===== src/logic/lsu_pkg.sv =====
package lsu_pkg;
  localparam int GPR_WIDTH       = 32;
  localparam int ADDR_WIDTH      = 32;
  localparam int LANE_BITS_32    = 2;
  localparam int LANE_BITS_64    = 3;
  localparam int NUM_COPROC      = 4;
  localparam int FUNC_WIDTH      = 25;
  localparam int REGSPEC_WIDTH   = 5;
  localparam int STYPE_WIDTH     = 5;
  localparam int HINT_WIDTH      = 5;
  localparam int CCA_WIDTH       = 3;
  localparam int SYSTEM_COPROC   = 0;
  // Unmapped window: top three address bits select it.
  localparam logic [2:0] UNMAPPED_CACHED_SEG   = 3'h4;
  localparam logic [2:0] UNMAPPED_UNCACHED_SEG = 3'h5;
  localparam logic [2:0] CCA_UNCACHED          = 3'h2;
  localparam logic [2:0] CCA_CACHED            = 3'h3;

  typedef enum logic [2:0] {
    OP_LOAD         = 3'h0,
    OP_STORE        = 3'h1,
    OP_PREFETCH     = 3'h2,
    OP_SYNC         = 3'h3,
    OP_COP_LOAD     = 3'h4,
    OP_COP_STORE    = 3'h5,
    OP_COP_FUNCTION = 3'h6
  } lsu_op_t;

  typedef enum logic [1:0] {
    ST_IDLE = 2'b00,
    ST_XLAT = 2'b01,
    ST_MEM  = 2'b11,
    ST_DONE = 2'b10
  } lsu_state_t;
endpackage : lsu_pkg


===== src/logic/mem_access_if.sv =====
`timescale 1ns/100ps
interface mem_access_if
  import lsu_pkg::*;
#(
  parameter int DW = 32
);
  logic                     req_valid;
  logic                     req_write;
  logic                     req_cached;
  logic                     req_prefetch;
  logic                     req_sync;
  logic [STYPE_WIDTH-1:0]   req_stype;
  logic [ADDR_WIDTH-1:0]    req_addr;
  logic [DW/8-1:0]          req_lanes;
  logic [DW-1:0]            req_wdata;
  logic                     rsp_valid;
  logic [DW-1:0]            rsp_rdata;
  logic [DW/8-1:0]          rsp_lanes_valid;
  logic                     cop_valid;
  logic [1:0]               cop_unit;
  logic [1:0]               cop_kind;
  logic [REGSPEC_WIDTH-1:0] cop_reg;
  logic [FUNC_WIDTH-1:0]    cop_func;
  logic [63:0]              cop_wdata;
  logic                     cop_rvalid;
  logic [63:0]              cop_rdata;

  modport device (
    output req_valid, req_write, req_cached, req_prefetch, req_sync, req_stype,
           req_addr, req_lanes, req_wdata, cop_valid, cop_unit, cop_kind, cop_reg,
           cop_func, cop_wdata,
    input  rsp_valid, rsp_rdata, rsp_lanes_valid, cop_rvalid, cop_rdata
  );
  modport partner (
    input  req_valid, req_write, req_cached, req_prefetch, req_sync, req_stype,
           req_addr, req_lanes, req_wdata, cop_valid, cop_unit, cop_kind, cop_reg,
           cop_func, cop_wdata,
    output rsp_valid, rsp_rdata, rsp_lanes_valid, cop_rvalid, cop_rdata
  );
endinterface : mem_access_if


===== src/logic/load_store_unit.sv =====
`timescale 1ns/100ps
// Summary of operation
// - Object address is its lowest byte.
// - Big-endian address picks MSB, little picks LSB.
// - Lanes from length and low address bits.
// - Unmapped regions translate directly, attribute included.
// - Mapped regions use table; miss faults, except prefetch, which ends silently.
// - Translation sees address, fetch/data, load/store.
// - Load returns aligned register-width element.
// - Uncached load fetches only referenced bytes.
// - Cached miss fills at least whole element.
// - Store changes only selected bytes.
// - Unwritten store lanes carry don't-care data.
// - Prefetch changes no architectural state.
// - Sync orders selected accesses for all.
// - Coprocessor receives loaded 32-bit word.
// - Coprocessor receives loaded 64-bit doubleword; with DW=32 it gets one loaded 32-bit word, upper half zero.
// - Coprocessor supplies 32-bit word for store.
// - Coprocessor supplies 64-bit doubleword for store; with DW=32 only its low 32 bits are written to memory.
// - Forward function field to named coprocessor.
// - No memory transfers for system coprocessor.
module load_store_unit
  import lsu_pkg::*;
#(
  parameter int DW = 32
) (
  input  wire logic                     CORE_CLK_IN,
  input  wire logic                     RESET_IN,
  input  wire logic                     REQ_VALID_IN,
  input  wire lsu_op_t                  REQ_OP_IN,
  input  wire logic [ADDR_WIDTH-1:0]    VIRTUAL_ADDRESS_IN,
  input  wire logic                     FETCH_OR_DATA_SELECT_IN,
  input  wire logic [3:0]               ACCESS_LENGTH_BYTES_IN,
  input  wire logic                     BIG_ENDIAN_IN,
  input  wire logic [DW-1:0]            STORE_DATA_IN,
  input  wire logic [1:0]               COPROC_UNIT_IN,
  input  wire logic                     COPROC_DOUBLE_IN,
  input  wire logic [REGSPEC_WIDTH-1:0] COPROC_REGISTER_SPECIFIER_IN,
  input  wire logic [FUNC_WIDTH-1:0]    COPROC_FUNCTION_IN,
  input  wire logic [STYPE_WIDTH-1:0]   SYNC_TYPE_IN,
  input  wire logic                     TLB_HIT_IN,
  input  wire logic                     TLB_ALLOWED_IN,
  input  wire logic [ADDR_WIDTH-1:0]    TLB_PHYS_IN,
  input  wire logic [CCA_WIDTH-1:0]     TLB_CCA_IN,
  mem_access_if.device                  bus,
  output logic                          READY_OUT,
  output logic                          DONE_OUT,
  output logic                          EXCEPTION_OUT,
  output logic [DW-1:0]                 LOAD_DATA_OUT,
  output logic [DW/8-1:0]               LOAD_LANES_OUT,
  output logic [CCA_WIDTH-1:0]          CACHEABILITY_ATTRIBUTE_OUT,
  output logic [ADDR_WIDTH-1:0]         TLB_VIRTUAL_ADDRESS_OUT,
  output logic                          TLB_FETCH_OR_DATA_SELECT_OUT,
  output logic                          TLB_LOAD_OR_STORE_SELECT_OUT
);
  localparam int LB = $clog2(DW/8);
  initial begin
    if (DW != 32 && DW != 64) $error("DW must be 32 or 64");
  end

  lsu_state_t                st_r, st_nxt;
  lsu_op_t                   op_r, op_nxt;
  logic [ADDR_WIDTH-1:0]     va_r, va_nxt;
  logic [3:0]                len_r, len_nxt;
  logic                      be_r, be_nxt, fetch_or_data_select_r, fetch_or_data_select_nxt;
  logic [DW-1:0]             sd_r, sd_nxt;
  logic [1:0]                cu_r, cu_nxt;
  logic                      ls_r, ls_nxt;
  logic [REGSPEC_WIDTH-1:0]  crs_r, crs_nxt;
  logic [FUNC_WIDTH-1:0]     cf_r, cf_nxt;
  logic [STYPE_WIDTH-1:0]    sty_r, sty_nxt;
  logic [ADDR_WIDTH-1:0]     pa_r, pa_nxt;
  logic [CCA_WIDTH-1:0]      cca_r, cca_nxt;
  logic                      rdy_r, rdy_nxt, done_r, done_nxt, exc_r, exc_nxt;
  logic [DW-1:0]             ld_r, ld_nxt;
  logic [DW/8-1:0]           ll_r, ll_nxt;
  logic [DW/8-1:0]           lanes;
  logic [LB-1:0]             lo;
  logic                      is_store;
  logic                      rv_r, rv_nxt, rw_r, rw_nxt, rc_r, rc_nxt, rp_r, rp_nxt, rs_r, rs_nxt;
  logic [DW/8-1:0]           rl_r, rl_nxt;
  logic [DW-1:0]             rwd_r, rwd_nxt;
  logic                      cv_r, cv_nxt;
  logic [1:0]                ck_r, ck_nxt;
  logic [63:0]               cwd_r, cwd_nxt;

  // Object address is the lowest byte; in big-endian the lanes mirror within the element.
  always_comb begin
    lo    = va_r[LB-1:0];
    lanes = '0;
    for (int b = 0; b < DW/8; b++) begin
      if (b >= lo && b < lo + len_r) begin
        if (be_r) begin
          lanes[DW/8-1-b] = 1'b1;
        end else begin
          lanes[b] = 1'b1;
        end
      end
    end
  end

  assign is_store = (op_r == OP_STORE) || (op_r == OP_COP_STORE);

  always_comb begin
    st_nxt = st_r;
    op_nxt = op_r; va_nxt = va_r; len_nxt = len_r; be_nxt = be_r; fetch_or_data_select_nxt = fetch_or_data_select_r;
    sd_nxt = sd_r; cu_nxt = cu_r; ls_nxt = ls_r; crs_nxt = crs_r; cf_nxt = cf_r;
    sty_nxt = sty_r; pa_nxt = pa_r; cca_nxt = cca_r;
    rdy_nxt = 1'b0; done_nxt = 1'b0; exc_nxt = 1'b0;
    ld_nxt = ld_r; ll_nxt = ll_r;
    rv_nxt = 1'b0; rw_nxt = 1'b0; rc_nxt = rc_r; rp_nxt = 1'b0; rs_nxt = 1'b0;
    rl_nxt = rl_r; rwd_nxt = rwd_r;
    cv_nxt = 1'b0; ck_nxt = ck_r; cwd_nxt = cwd_r;
    case (st_r)
      ST_IDLE: begin
        rdy_nxt = 1'b1;
        if (REQ_VALID_IN) begin
          rdy_nxt = 1'b0;
          op_nxt = REQ_OP_IN; va_nxt = VIRTUAL_ADDRESS_IN; fetch_or_data_select_nxt = FETCH_OR_DATA_SELECT_IN;
          len_nxt = ACCESS_LENGTH_BYTES_IN; be_nxt = BIG_ENDIAN_IN; sd_nxt = STORE_DATA_IN;
          cu_nxt = COPROC_UNIT_IN; crs_nxt = COPROC_REGISTER_SPECIFIER_IN;
          ls_nxt = (REQ_OP_IN == OP_STORE) || (REQ_OP_IN == OP_COP_STORE);
          cf_nxt = COPROC_FUNCTION_IN; sty_nxt = SYNC_TYPE_IN;
          if (REQ_OP_IN == OP_COP_LOAD || REQ_OP_IN == OP_COP_STORE) begin
            len_nxt = COPROC_DOUBLE_IN ? 4'h8 : 4'h4;
          end
          st_nxt = ST_XLAT;
        end
      end
      ST_XLAT: begin
        // Translation uses address, fetch/data and load/store select.
        if (op_r == OP_SYNC) begin
          rv_nxt = 1'b1; rs_nxt = 1'b1; st_nxt = ST_DONE;
        end else if (op_r == OP_COP_FUNCTION) begin
          cv_nxt = 1'b1; ck_nxt = 2'h2; st_nxt = ST_DONE;
        end else if ((op_r == OP_COP_LOAD || op_r == OP_COP_STORE) && cu_r == 2'(SYSTEM_COPROC)) begin
          exc_nxt = 1'b1; st_nxt = ST_DONE;
        end else if (va_r[31:29] == UNMAPPED_CACHED_SEG || va_r[31:29] == UNMAPPED_UNCACHED_SEG) begin
          pa_nxt  = {3'h0, va_r[28:0]};
          cca_nxt = (va_r[31:29] == UNMAPPED_CACHED_SEG) ? CCA_CACHED : CCA_UNCACHED;
          st_nxt  = ST_MEM;
        end else if (TLB_HIT_IN && TLB_ALLOWED_IN) begin
          pa_nxt = TLB_PHYS_IN; cca_nxt = TLB_CCA_IN; st_nxt = ST_MEM;
        end else begin
          // Faulting access never reaches memory or a coprocessor.
          exc_nxt = (op_r != OP_PREFETCH); st_nxt = ST_DONE;
        end
      end
      ST_MEM: begin
        rc_nxt = (cca_r != CCA_UNCACHED);
        if (op_r == OP_COP_STORE && !bus.cop_rvalid && !cv_r) begin
          cv_nxt = 1'b1; ck_nxt = 2'h1;
        end else if (op_r == OP_COP_STORE && !bus.cop_rvalid) begin
          st_nxt = ST_MEM;
        end else if (!rv_r && !bus.rsp_valid) begin
          rv_nxt = 1'b1;
          rw_nxt = is_store;
          rp_nxt = (op_r == OP_PREFETCH);
          rl_nxt = lanes;
          rwd_nxt = (op_r == OP_COP_STORE) ? bus.cop_rdata[DW-1:0] : sd_r;
          if (is_store || op_r == OP_PREFETCH) begin
            st_nxt = ST_DONE;
          end
        end else if (bus.rsp_valid) begin
          // Only requested lanes are reported; cached fills return the whole element.
          ld_nxt = bus.rsp_rdata;
          ll_nxt = bus.rsp_lanes_valid & lanes;
          if (op_r == OP_COP_LOAD) begin
            cv_nxt = 1'b1; ck_nxt = 2'h0; cwd_nxt = 64'(bus.rsp_rdata);
          end
          st_nxt = ST_DONE;
        end
      end
      ST_DONE: begin
        done_nxt = 1'b1; rdy_nxt = 1'b1; st_nxt = ST_IDLE;
      end
      default: st_nxt = ST_IDLE;
    endcase
  end

  always_ff @(posedge CORE_CLK_IN) begin
    if (RESET_IN) begin
      st_r <= ST_IDLE; op_r <= OP_LOAD; va_r <= '0; len_r <= '0; be_r <= 1'b0; fetch_or_data_select_r <= 1'b0;
      sd_r <= '0; cu_r <= '0; ls_r <= 1'b0; crs_r <= '0; cf_r <= '0; sty_r <= '0;
      pa_r <= '0; cca_r <= '0; rdy_r <= 1'b0; done_r <= 1'b0; exc_r <= 1'b0;
      ld_r <= '0; ll_r <= '0; rv_r <= 1'b0; rw_r <= 1'b0; rc_r <= 1'b0; rp_r <= 1'b0;
      rs_r <= 1'b0; rl_r <= '0; rwd_r <= '0; cv_r <= 1'b0; ck_r <= '0; cwd_r <= '0;
    end else begin
      st_r <= st_nxt; op_r <= op_nxt; va_r <= va_nxt; len_r <= len_nxt; be_r <= be_nxt;
      fetch_or_data_select_r <= fetch_or_data_select_nxt; sd_r <= sd_nxt; cu_r <= cu_nxt; ls_r <= ls_nxt; crs_r <= crs_nxt;
      cf_r <= cf_nxt; sty_r <= sty_nxt; pa_r <= pa_nxt; cca_r <= cca_nxt;
      rdy_r <= rdy_nxt; done_r <= done_nxt; exc_r <= exc_nxt; ld_r <= ld_nxt; ll_r <= ll_nxt;
      rv_r <= rv_nxt; rw_r <= rw_nxt; rc_r <= rc_nxt; rp_r <= rp_nxt; rs_r <= rs_nxt;
      rl_r <= rl_nxt; rwd_r <= rwd_nxt; cv_r <= cv_nxt; ck_r <= ck_nxt; cwd_r <= cwd_nxt;
    end
  end

  assign bus.req_valid    = rv_r;
  assign bus.req_write    = rw_r;
  assign bus.req_cached   = rc_r;
  assign bus.req_prefetch = rp_r;
  assign bus.req_sync     = rs_r;
  assign bus.req_stype    = sty_r;
  assign bus.req_addr     = {pa_r[ADDR_WIDTH-1:LB], {LB{1'b0}}};
  assign bus.req_lanes    = rl_r;
  assign bus.req_wdata    = rwd_r;
  assign bus.cop_valid    = cv_r;
  assign bus.cop_unit     = cu_r;
  assign bus.cop_kind     = ck_r;
  assign bus.cop_reg      = crs_r;
  assign bus.cop_func     = cf_r;
  assign bus.cop_wdata    = cwd_r;
  assign READY_OUT                  = rdy_r;
  assign DONE_OUT                   = done_r;
  assign EXCEPTION_OUT              = exc_r;
  assign LOAD_DATA_OUT              = ld_r;
  assign LOAD_LANES_OUT             = ll_r;
  assign CACHEABILITY_ATTRIBUTE_OUT = cca_r;
  // The lookup inputs stand from the cycle after acceptance, so an outside table can answer in the translate cycle.
  assign TLB_VIRTUAL_ADDRESS_OUT      = va_r;
  assign TLB_FETCH_OR_DATA_SELECT_OUT = fetch_or_data_select_r;
  assign TLB_LOAD_OR_STORE_SELECT_OUT = ls_r;
endmodule : load_store_unit


===== src/flat_wrapper.sv =====
// flat-port wrapper written by rule: the top's interface ports become plain ports
module load_store_unit_flat import lsu_pkg::*;
#(
  parameter int DW = 32
)
  (CORE_CLK_IN, RESET_IN, REQ_VALID_IN, REQ_OP_IN, VIRTUAL_ADDRESS_IN, FETCH_OR_DATA_SELECT_IN, ACCESS_LENGTH_BYTES_IN, BIG_ENDIAN_IN, STORE_DATA_IN, COPROC_UNIT_IN, COPROC_DOUBLE_IN, COPROC_REGISTER_SPECIFIER_IN, COPROC_FUNCTION_IN, SYNC_TYPE_IN, TLB_HIT_IN, TLB_ALLOWED_IN, TLB_PHYS_IN, TLB_CCA_IN, READY_OUT, DONE_OUT, EXCEPTION_OUT, LOAD_DATA_OUT, LOAD_LANES_OUT, CACHEABILITY_ATTRIBUTE_OUT, TLB_VIRTUAL_ADDRESS_OUT, TLB_FETCH_OR_DATA_SELECT_OUT, TLB_LOAD_OR_STORE_SELECT_OUT, bus_req_valid, bus_req_write, bus_req_cached, bus_req_prefetch, bus_req_sync, bus_req_stype, bus_req_addr, bus_req_lanes, bus_req_wdata, bus_cop_valid, bus_cop_unit, bus_cop_kind, bus_cop_reg, bus_cop_func, bus_cop_wdata, bus_rsp_valid, bus_rsp_rdata, bus_rsp_lanes_valid, bus_cop_rvalid, bus_cop_rdata);
  mem_access_if #(.DW(DW)) bus_i ();
  input  wire logic CORE_CLK_IN;
  input  wire logic RESET_IN;
  input  wire logic REQ_VALID_IN;
  input  wire lsu_op_t REQ_OP_IN;
  input  wire logic [ADDR_WIDTH-1:0] VIRTUAL_ADDRESS_IN;
  input  wire logic FETCH_OR_DATA_SELECT_IN;
  input  wire logic [3:0] ACCESS_LENGTH_BYTES_IN;
  input  wire logic BIG_ENDIAN_IN;
  input  wire logic [DW-1:0] STORE_DATA_IN;
  input  wire logic [1:0] COPROC_UNIT_IN;
  input  wire logic COPROC_DOUBLE_IN;
  input  wire logic [REGSPEC_WIDTH-1:0] COPROC_REGISTER_SPECIFIER_IN;
  input  wire logic [FUNC_WIDTH-1:0] COPROC_FUNCTION_IN;
  input  wire logic [STYPE_WIDTH-1:0] SYNC_TYPE_IN;
  input  wire logic TLB_HIT_IN;
  input  wire logic TLB_ALLOWED_IN;
  input  wire logic [ADDR_WIDTH-1:0] TLB_PHYS_IN;
  input  wire logic [CCA_WIDTH-1:0] TLB_CCA_IN;
  output logic READY_OUT;
  output logic DONE_OUT;
  output logic EXCEPTION_OUT;
  output logic [DW-1:0] LOAD_DATA_OUT;
  output logic [DW/8-1:0] LOAD_LANES_OUT;
  output logic [CCA_WIDTH-1:0] CACHEABILITY_ATTRIBUTE_OUT;
  output logic [ADDR_WIDTH-1:0] TLB_VIRTUAL_ADDRESS_OUT;
  output logic TLB_FETCH_OR_DATA_SELECT_OUT;
  output logic TLB_LOAD_OR_STORE_SELECT_OUT;
  output wire logic [$bits(bus_i.req_valid)-1:0] bus_req_valid;
  output wire logic [$bits(bus_i.req_write)-1:0] bus_req_write;
  output wire logic [$bits(bus_i.req_cached)-1:0] bus_req_cached;
  output wire logic [$bits(bus_i.req_prefetch)-1:0] bus_req_prefetch;
  output wire logic [$bits(bus_i.req_sync)-1:0] bus_req_sync;
  output wire logic [$bits(bus_i.req_stype)-1:0] bus_req_stype;
  output wire logic [$bits(bus_i.req_addr)-1:0] bus_req_addr;
  output wire logic [$bits(bus_i.req_lanes)-1:0] bus_req_lanes;
  output wire logic [$bits(bus_i.req_wdata)-1:0] bus_req_wdata;
  output wire logic [$bits(bus_i.cop_valid)-1:0] bus_cop_valid;
  output wire logic [$bits(bus_i.cop_unit)-1:0] bus_cop_unit;
  output wire logic [$bits(bus_i.cop_kind)-1:0] bus_cop_kind;
  output wire logic [$bits(bus_i.cop_reg)-1:0] bus_cop_reg;
  output wire logic [$bits(bus_i.cop_func)-1:0] bus_cop_func;
  output wire logic [$bits(bus_i.cop_wdata)-1:0] bus_cop_wdata;
  input wire logic [$bits(bus_i.rsp_valid)-1:0] bus_rsp_valid;
  input wire logic [$bits(bus_i.rsp_rdata)-1:0] bus_rsp_rdata;
  input wire logic [$bits(bus_i.rsp_lanes_valid)-1:0] bus_rsp_lanes_valid;
  input wire logic [$bits(bus_i.cop_rvalid)-1:0] bus_cop_rvalid;
  input wire logic [$bits(bus_i.cop_rdata)-1:0] bus_cop_rdata;
  assign bus_req_valid = bus_i.req_valid;
  assign bus_req_write = bus_i.req_write;
  assign bus_req_cached = bus_i.req_cached;
  assign bus_req_prefetch = bus_i.req_prefetch;
  assign bus_req_sync = bus_i.req_sync;
  assign bus_req_stype = bus_i.req_stype;
  assign bus_req_addr = bus_i.req_addr;
  assign bus_req_lanes = bus_i.req_lanes;
  assign bus_req_wdata = bus_i.req_wdata;
  assign bus_cop_valid = bus_i.cop_valid;
  assign bus_cop_unit = bus_i.cop_unit;
  assign bus_cop_kind = bus_i.cop_kind;
  assign bus_cop_reg = bus_i.cop_reg;
  assign bus_cop_func = bus_i.cop_func;
  assign bus_cop_wdata = bus_i.cop_wdata;
  assign bus_i.rsp_valid = bus_rsp_valid;
  assign bus_i.rsp_rdata = bus_rsp_rdata;
  assign bus_i.rsp_lanes_valid = bus_rsp_lanes_valid;
  assign bus_i.cop_rvalid = bus_cop_rvalid;
  assign bus_i.cop_rdata = bus_cop_rdata;
  load_store_unit #(.DW(DW)) u_core (.CORE_CLK_IN(CORE_CLK_IN), .RESET_IN(RESET_IN), .REQ_VALID_IN(REQ_VALID_IN), .REQ_OP_IN(REQ_OP_IN), .VIRTUAL_ADDRESS_IN(VIRTUAL_ADDRESS_IN), .FETCH_OR_DATA_SELECT_IN(FETCH_OR_DATA_SELECT_IN), .ACCESS_LENGTH_BYTES_IN(ACCESS_LENGTH_BYTES_IN), .BIG_ENDIAN_IN(BIG_ENDIAN_IN), .STORE_DATA_IN(STORE_DATA_IN), .COPROC_UNIT_IN(COPROC_UNIT_IN), .COPROC_DOUBLE_IN(COPROC_DOUBLE_IN), .COPROC_REGISTER_SPECIFIER_IN(COPROC_REGISTER_SPECIFIER_IN), .COPROC_FUNCTION_IN(COPROC_FUNCTION_IN), .SYNC_TYPE_IN(SYNC_TYPE_IN), .TLB_HIT_IN(TLB_HIT_IN), .TLB_ALLOWED_IN(TLB_ALLOWED_IN), .TLB_PHYS_IN(TLB_PHYS_IN), .TLB_CCA_IN(TLB_CCA_IN), .bus(bus_i), .READY_OUT(READY_OUT), .DONE_OUT(DONE_OUT), .EXCEPTION_OUT(EXCEPTION_OUT), .LOAD_DATA_OUT(LOAD_DATA_OUT), .LOAD_LANES_OUT(LOAD_LANES_OUT), .CACHEABILITY_ATTRIBUTE_OUT(CACHEABILITY_ATTRIBUTE_OUT), .TLB_VIRTUAL_ADDRESS_OUT(TLB_VIRTUAL_ADDRESS_OUT), .TLB_FETCH_OR_DATA_SELECT_OUT(TLB_FETCH_OR_DATA_SELECT_OUT), .TLB_LOAD_OR_STORE_SELECT_OUT(TLB_LOAD_OR_STORE_SELECT_OUT));
endmodule

===== config.mk =====
export PLATFORM = sky130hd
export DESIGN_NAME = load_store_unit_flat
export DESIGN_NICKNAME = d
export VERILOG_FILES = /design/src/logic/lsu_pkg.sv /design/src/logic/mem_access_if.sv /design/src/logic/load_store_unit.sv /design/src/flat_wrapper.sv
export SDC_FILE = /design/constraint.sdc
export NUM_CORES = 1
export LEC_CHECK = 0
export BUFFER_PORTS_ARGS = -buffer_cell sky130_fd_sc_hd__buf_2
export CELL_PAD_IN_SITES_DETAIL_PLACEMENT = 0
export CELL_PAD_IN_SITES_GLOBAL_PLACEMENT = 1
export CORE_AREA = 2 2 198 200
export DETAILED_ROUTE_END_ITERATION = 8
export DIE_AREA = 0 0 200 202
export PLACE_DENSITY = 0.68
export SLEW_MARGIN = 20
export SYNTH_ARGS = -nofsm -noshare
export SYNTH_HDL_FRONTEND = slang
export SYNTH_SLANG_ARGS = --single-unit

===== constraint.sdc =====
create_clock -name CORE_CLK_IN -period 4.65 [get_ports CORE_CLK_IN]
set_clock_uncertainty 0.1 [all_clocks]
set_input_delay 0.93 -clock CORE_CLK_IN [delete_from_list [all_inputs] [get_ports CORE_CLK_IN]]
set_output_delay 0.93 -clock CORE_CLK_IN [all_outputs]
set_load 0.01 [all_outputs]

Word-level counts from Yosys, hierarchy flattened
Index checks and enable logic that the tools add are counted.
Storage, ports and cells
  input port bits: 253
  register bits: 263
Operators by class
  reduce and logical (&&, ||, !) cells: 32
  add/sub/neg operators: 1
  muxes and demuxes: 59
  magnitude comparators: 7
  equal/unequal tests: 26
  bitwise logic cells: 9
Operator list (count)
  two-way mux 32 bit: 3
  < comparator 1 x 32 -> 1 bit, first input constant: 2
  < comparator 2 x 32 -> 1 bit, first input constant: 2
  two-way mux 2 bit: 19
  two-way mux 1 bit: 28
  == test 3 bit, second input constant: 7
  != test 3 x 2 -> 1 bit, second input constant: 5
  AND reduction 5 bit: 2
  logical AND 1 bit: 8
  two-way mux 4 bit: 2
  inverter 1 bit: 8
  one-hot mux 2 bit (4 select lines): 1
  AND reduction 4 bit: 2
  AND reduction 7 bit: 1
  == test 3 x 1 -> 1 bit, second input constant: 2
  == test 3 x 2 -> 1 bit, second input constant: 2
  logical OR 1 bit: 6
  two-way mux 3 bit: 2
  != test 2 bit, second input constant: 3
  one-hot mux 1 bit (2 select lines): 3
  AND reduction 6 bit: 1
  adder 2 x 4 -> 5 bit: 1
  OR reduction 5 bit: 1
  bitwise AND 4 bit: 1
  15 further kinds: 22

Longest topological paths before layout
  word-level depth: 8
  gate-level depth with buffers: 7
  mapped depth without buffers: 7

Least setup slack after synthesis
Ideal clock, no wire load.
  kind: input-to-reg
  start: input bus_cop_rvalid
  end: register u_core.rwd_r[10] (netlist: u_core.bus.req_wdata[10])
  buffers on the path: 2
  library setup time: 146 ps
  stages on the path: 5
  data arrival time: 1958 ps
  path slack: 2446 ps
  data required time: 4404 ps
  cell sequence: and4bb_4 -> nor4_4 -> buf_6 -> buf_6 -> a211oi_2
On the way
  longest elaborated chain between the ends: 5
  elaborated cells on any way between the ends: 6
Ends and longest elaborated chain
  start, declared: line flat_wrapper.sv:53  | input wire logic [$bits(bus_i.cop_rvalid)-1:0] bus_cop_rvalid;
  logical NOT 1 bit (*): line load_store_unit.sv:151, load_store_unit.sv:153
  logical AND 1 bit (*): line load_store_unit.sv:151, load_store_unit.sv:153
  logical AND 1 bit: line load_store_unit.sv:151  | if (op_r == OP_COP_STORE && !bus.cop_rvalid && !cv_r) begin
  inverter 1 bit (no line)
  AND reduction 4 bit (no line) (*)
  end signal, assigned: line load_store_unit.sv:194  | rl_r <= rl_nxt; rwd_r <= rwd_nxt; cv_r <= cv_nxt; ck_r <= ck_nxt; cwd_r <= cwd_nxt;
  end, declared: line load_store_unit.sv:82  | logic [DW-1:0] rwd_r, rwd_nxt;
Mark *: on every way between the ends. The rest lies on a longest branch, timed or not.
A chain may end at the register's enable or synchronous reset.

Worst setup path after layout
  start: register u_core.op_r[2]
  end: register u_core.pa_r[24]
On the way
  longest elaborated chain between the ends: 5
  elaborated cells on any way between the ends: 10
Ends and longest elaborated chain
  start, declared: line load_store_unit.sv:62  | lsu_op_t op_r, op_nxt;
  start signal, assigned: line load_store_unit.sv:189  | st_r <= st_nxt; op_r <= op_nxt; va_r <= va_nxt; len_r <= len_nxt; be_r <= be_nxt;
  == test 3 bit: line load_store_unit.sv:136  | end else if ((op_r == OP_COP_LOAD || op_r == OP_COP_STORE) && cu_r == 2'(SYSTEM_COPROC)) begin
  logical OR 1 bit: line load_store_unit.sv:136
  logical AND 1 bit: line load_store_unit.sv:136
  inverter 1 bit (no line)
  AND reduction 5 bit (no line) (*)
  end signal, assigned: line load_store_unit.sv:191  | cf_r <= cf_nxt; sty_r <= sty_nxt; pa_r <= pa_nxt; cca_r <= cca_nxt;
  end, declared: line load_store_unit.sv:72  | logic [ADDR_WIDTH-1:0] pa_r, pa_nxt;
Marked as above.

==> qor.csv <==
metric,value,unit
worstMarginPinSlew,1.02,ns
place_inst,2118,
synth_xor_area_share,0.0840,%
syn-cell-area,10400,µm²
drt_iter0_drc,370,
seqCellArea,5230,µm²
finalSetupTns,0,ns
clkTransAtPathRegs,0.06,ns
clkSinkCount,261,
worstPathMaxFanout,39,
detail_route.wl_per_cell,16.7,µm
fillCellCount,4137,
dp_hpwl,25100,µm
io_buffers,437,
synth-adder-area-share,0.432,%
grt_start_max_net_pins,130,
clock.fmax,357,MHz
yosysTopAreaCell,dfxtp_1,
ys_seq_area_share,50.1,%
cts_resized,0,
drc,0,
holdBufCountCts,0,
fin_cells,2174,
nets,1888,
viasPerCell,4.51,
cts_buffer_depth,3,
cp-end-kind,register,
syn_avg_cell_area,8.35,µm²
drv_cap,0,
gp_congestion,0.798,
power_density,394,nW/µm²
synth_compound_area_share,18.7,%
area_growth,32.4,%
start_util,27.2,%
firstDrtPassIters,4,
cts_buffers,30,
crit_required,4.95,ns
synth.area.top_cells,"dfxtp_1, nand2_1, a21oi_1",
overflow,0,
synth_top_family_by_area,simple AND/OR/NAND/NOR gates,
clock_latency,0.56,ns
antenna_found_initial,8,
drive_gt1_share,33.3,%
slew_headroom,31.7,%
postRouteAntennaNets,0,
die_x,200,µm
synth-edff-count,0,
grt_pass1_wl,54300,µm
postCtsSetupBuffers,0,
final_common_cell,buf_2,
cts_max_level,1,
synth_top_area_share,50.1,%
finalSetupViolations,0,
final_cell_mix,"buf_2, nand2_1, dfxtp_1",
fp-row-count,72,
multi_input_area,4570,µm²
finalCriticalPeriod,2.80,ns
startpoint_type,register,
vdd_drop_max,0.261,mV
power,5.44,mW
p_leak,6.14,nW
dieArea,40400,µm²
synth_seq_cells,261,
muxShareOfSynthArea,3.28,%
drv_slew,0,
status,"finished, final reports clean",
drt_wl_total,36400,µm
path_class,register to register,
timing.final.hold_violations,0,
track_usage,17.2,%
die_h,202,µm
pin_count,506,
synthCells,1249,
post-route-cell-area,13800,µm²
vias,9815,
yosys_most_used_dff,dfxtp_1,
grt_pass1_vias,9615,
yosysWarnings,0,
cts_root_buffer,clkbuf_16,
cp_data_arrival_time,3.11,ns
postPlaceCellArea,12800,µm²
period_share,60.3,%
synth_cell_types,46,
grt_setup_unrepaired,no,
worstHoldPathType,register to register,
core-area,38300,µm²
async_flop_share,0,%
tritoncts,done,
yosys.area_share.simple,19.9,%
[final timing paths]
path | start | endpoint | slack [ns] | depth (start not counted)
setup reg to reg | u_core.op_r[2] | u_core.pa_r[24] | 1.85 | 6
hold reg to reg | u_core.TLB_LOAD_OR_STORE_SELECT_OUT | u_core.TLB_LOAD_OR_STORE_SELECT_OUT | 0.35 | 2
setup / recovery | u_core.op_r[2] | u_core.pa_r[24] | 1.85 | 6
hold / removal | u_core.TLB_LOAD_OR_STORE_SELECT_OUT | u_core.TLB_LOAD_OR_STORE_SELECT_OUT | 0.35 | 2
[routing by layer]
layer  vias up  global-route usage, %  wire length, µm
li1       4890                      -                -
met1      4505                   20.3            14900
met2       345                   29.3            17200
met3        67                   5.29             3260
met4         8                   5.95             1000
met5         -                      0               57
[where the power goes]
| part | switching, mW | leakage (nW) | internal (mW) |
|---|---|---|---|
| sequential | 0.0707 | 2.12 | 2.34 |
| combinational | 0.389 | 3.52 | 0.238 |
| clock | 0.946 | 0.499 | 1.46 |
[critical path, stage by stage, from the launching register on]
cell	delay [ns]
dfxtp_1	0.61
xor2_1	0.13
nand2_1	0.09
buf_4	0.42
and2_1	0.88
buf_4	0.32
a311oi_1	0.10
[area by class of cell]
| cell class | instances | area share (%) |
|---|---|---|
| clock buffer | 44 | 6.63 |
| tap | 518 | 4.70 |
| timing repair buffer | 454 | 16.8 |
| antenna | 4 | 0.0725 |
| clock inverter | 8 | 0.671 |
| multi-input combinational | 880 | 33.1 |
| sequential | 261 | 37.9 |
| inverter | 5 | 0.136 |
[metrics by stage]
step                      setup slack [ns]  utilization, %  hold WS (ns)
after floorplan                       2.45               -         0.336
after global placement                1.73            33.4         0.338
after detailed placement              1.71            33.4         0.343
after CTS                             1.84            36.0         0.351
after global routing                  1.65            36.0         0.367
final                                 1.85            36.0         0.349
[logic make-up after synthesis]
kind of cell	after synthesis
multiplexers	34
buffers and inverters	141
XOR/XNOR	1
AO/OA/AOI/OAI	305
adder cells (fa/ha/maj)	3
AND/OR/NAND/NOR	503
other	1
flip-flops	261
[synth_stat cells (8+ instances only)]
cell type and instances:
dfxtp_1 261, a311oi_1 27, nand4_1 8, buf_4 38, nor2_1 41, nand2_1 411, a211oi_2 33, buf_6 8
mux2i_1 33, a211oi_1 9, clkbuf_1 50, buf_2 38, a21oi_1 218
No activity file was read; power rests on OpenSTA's default activity.
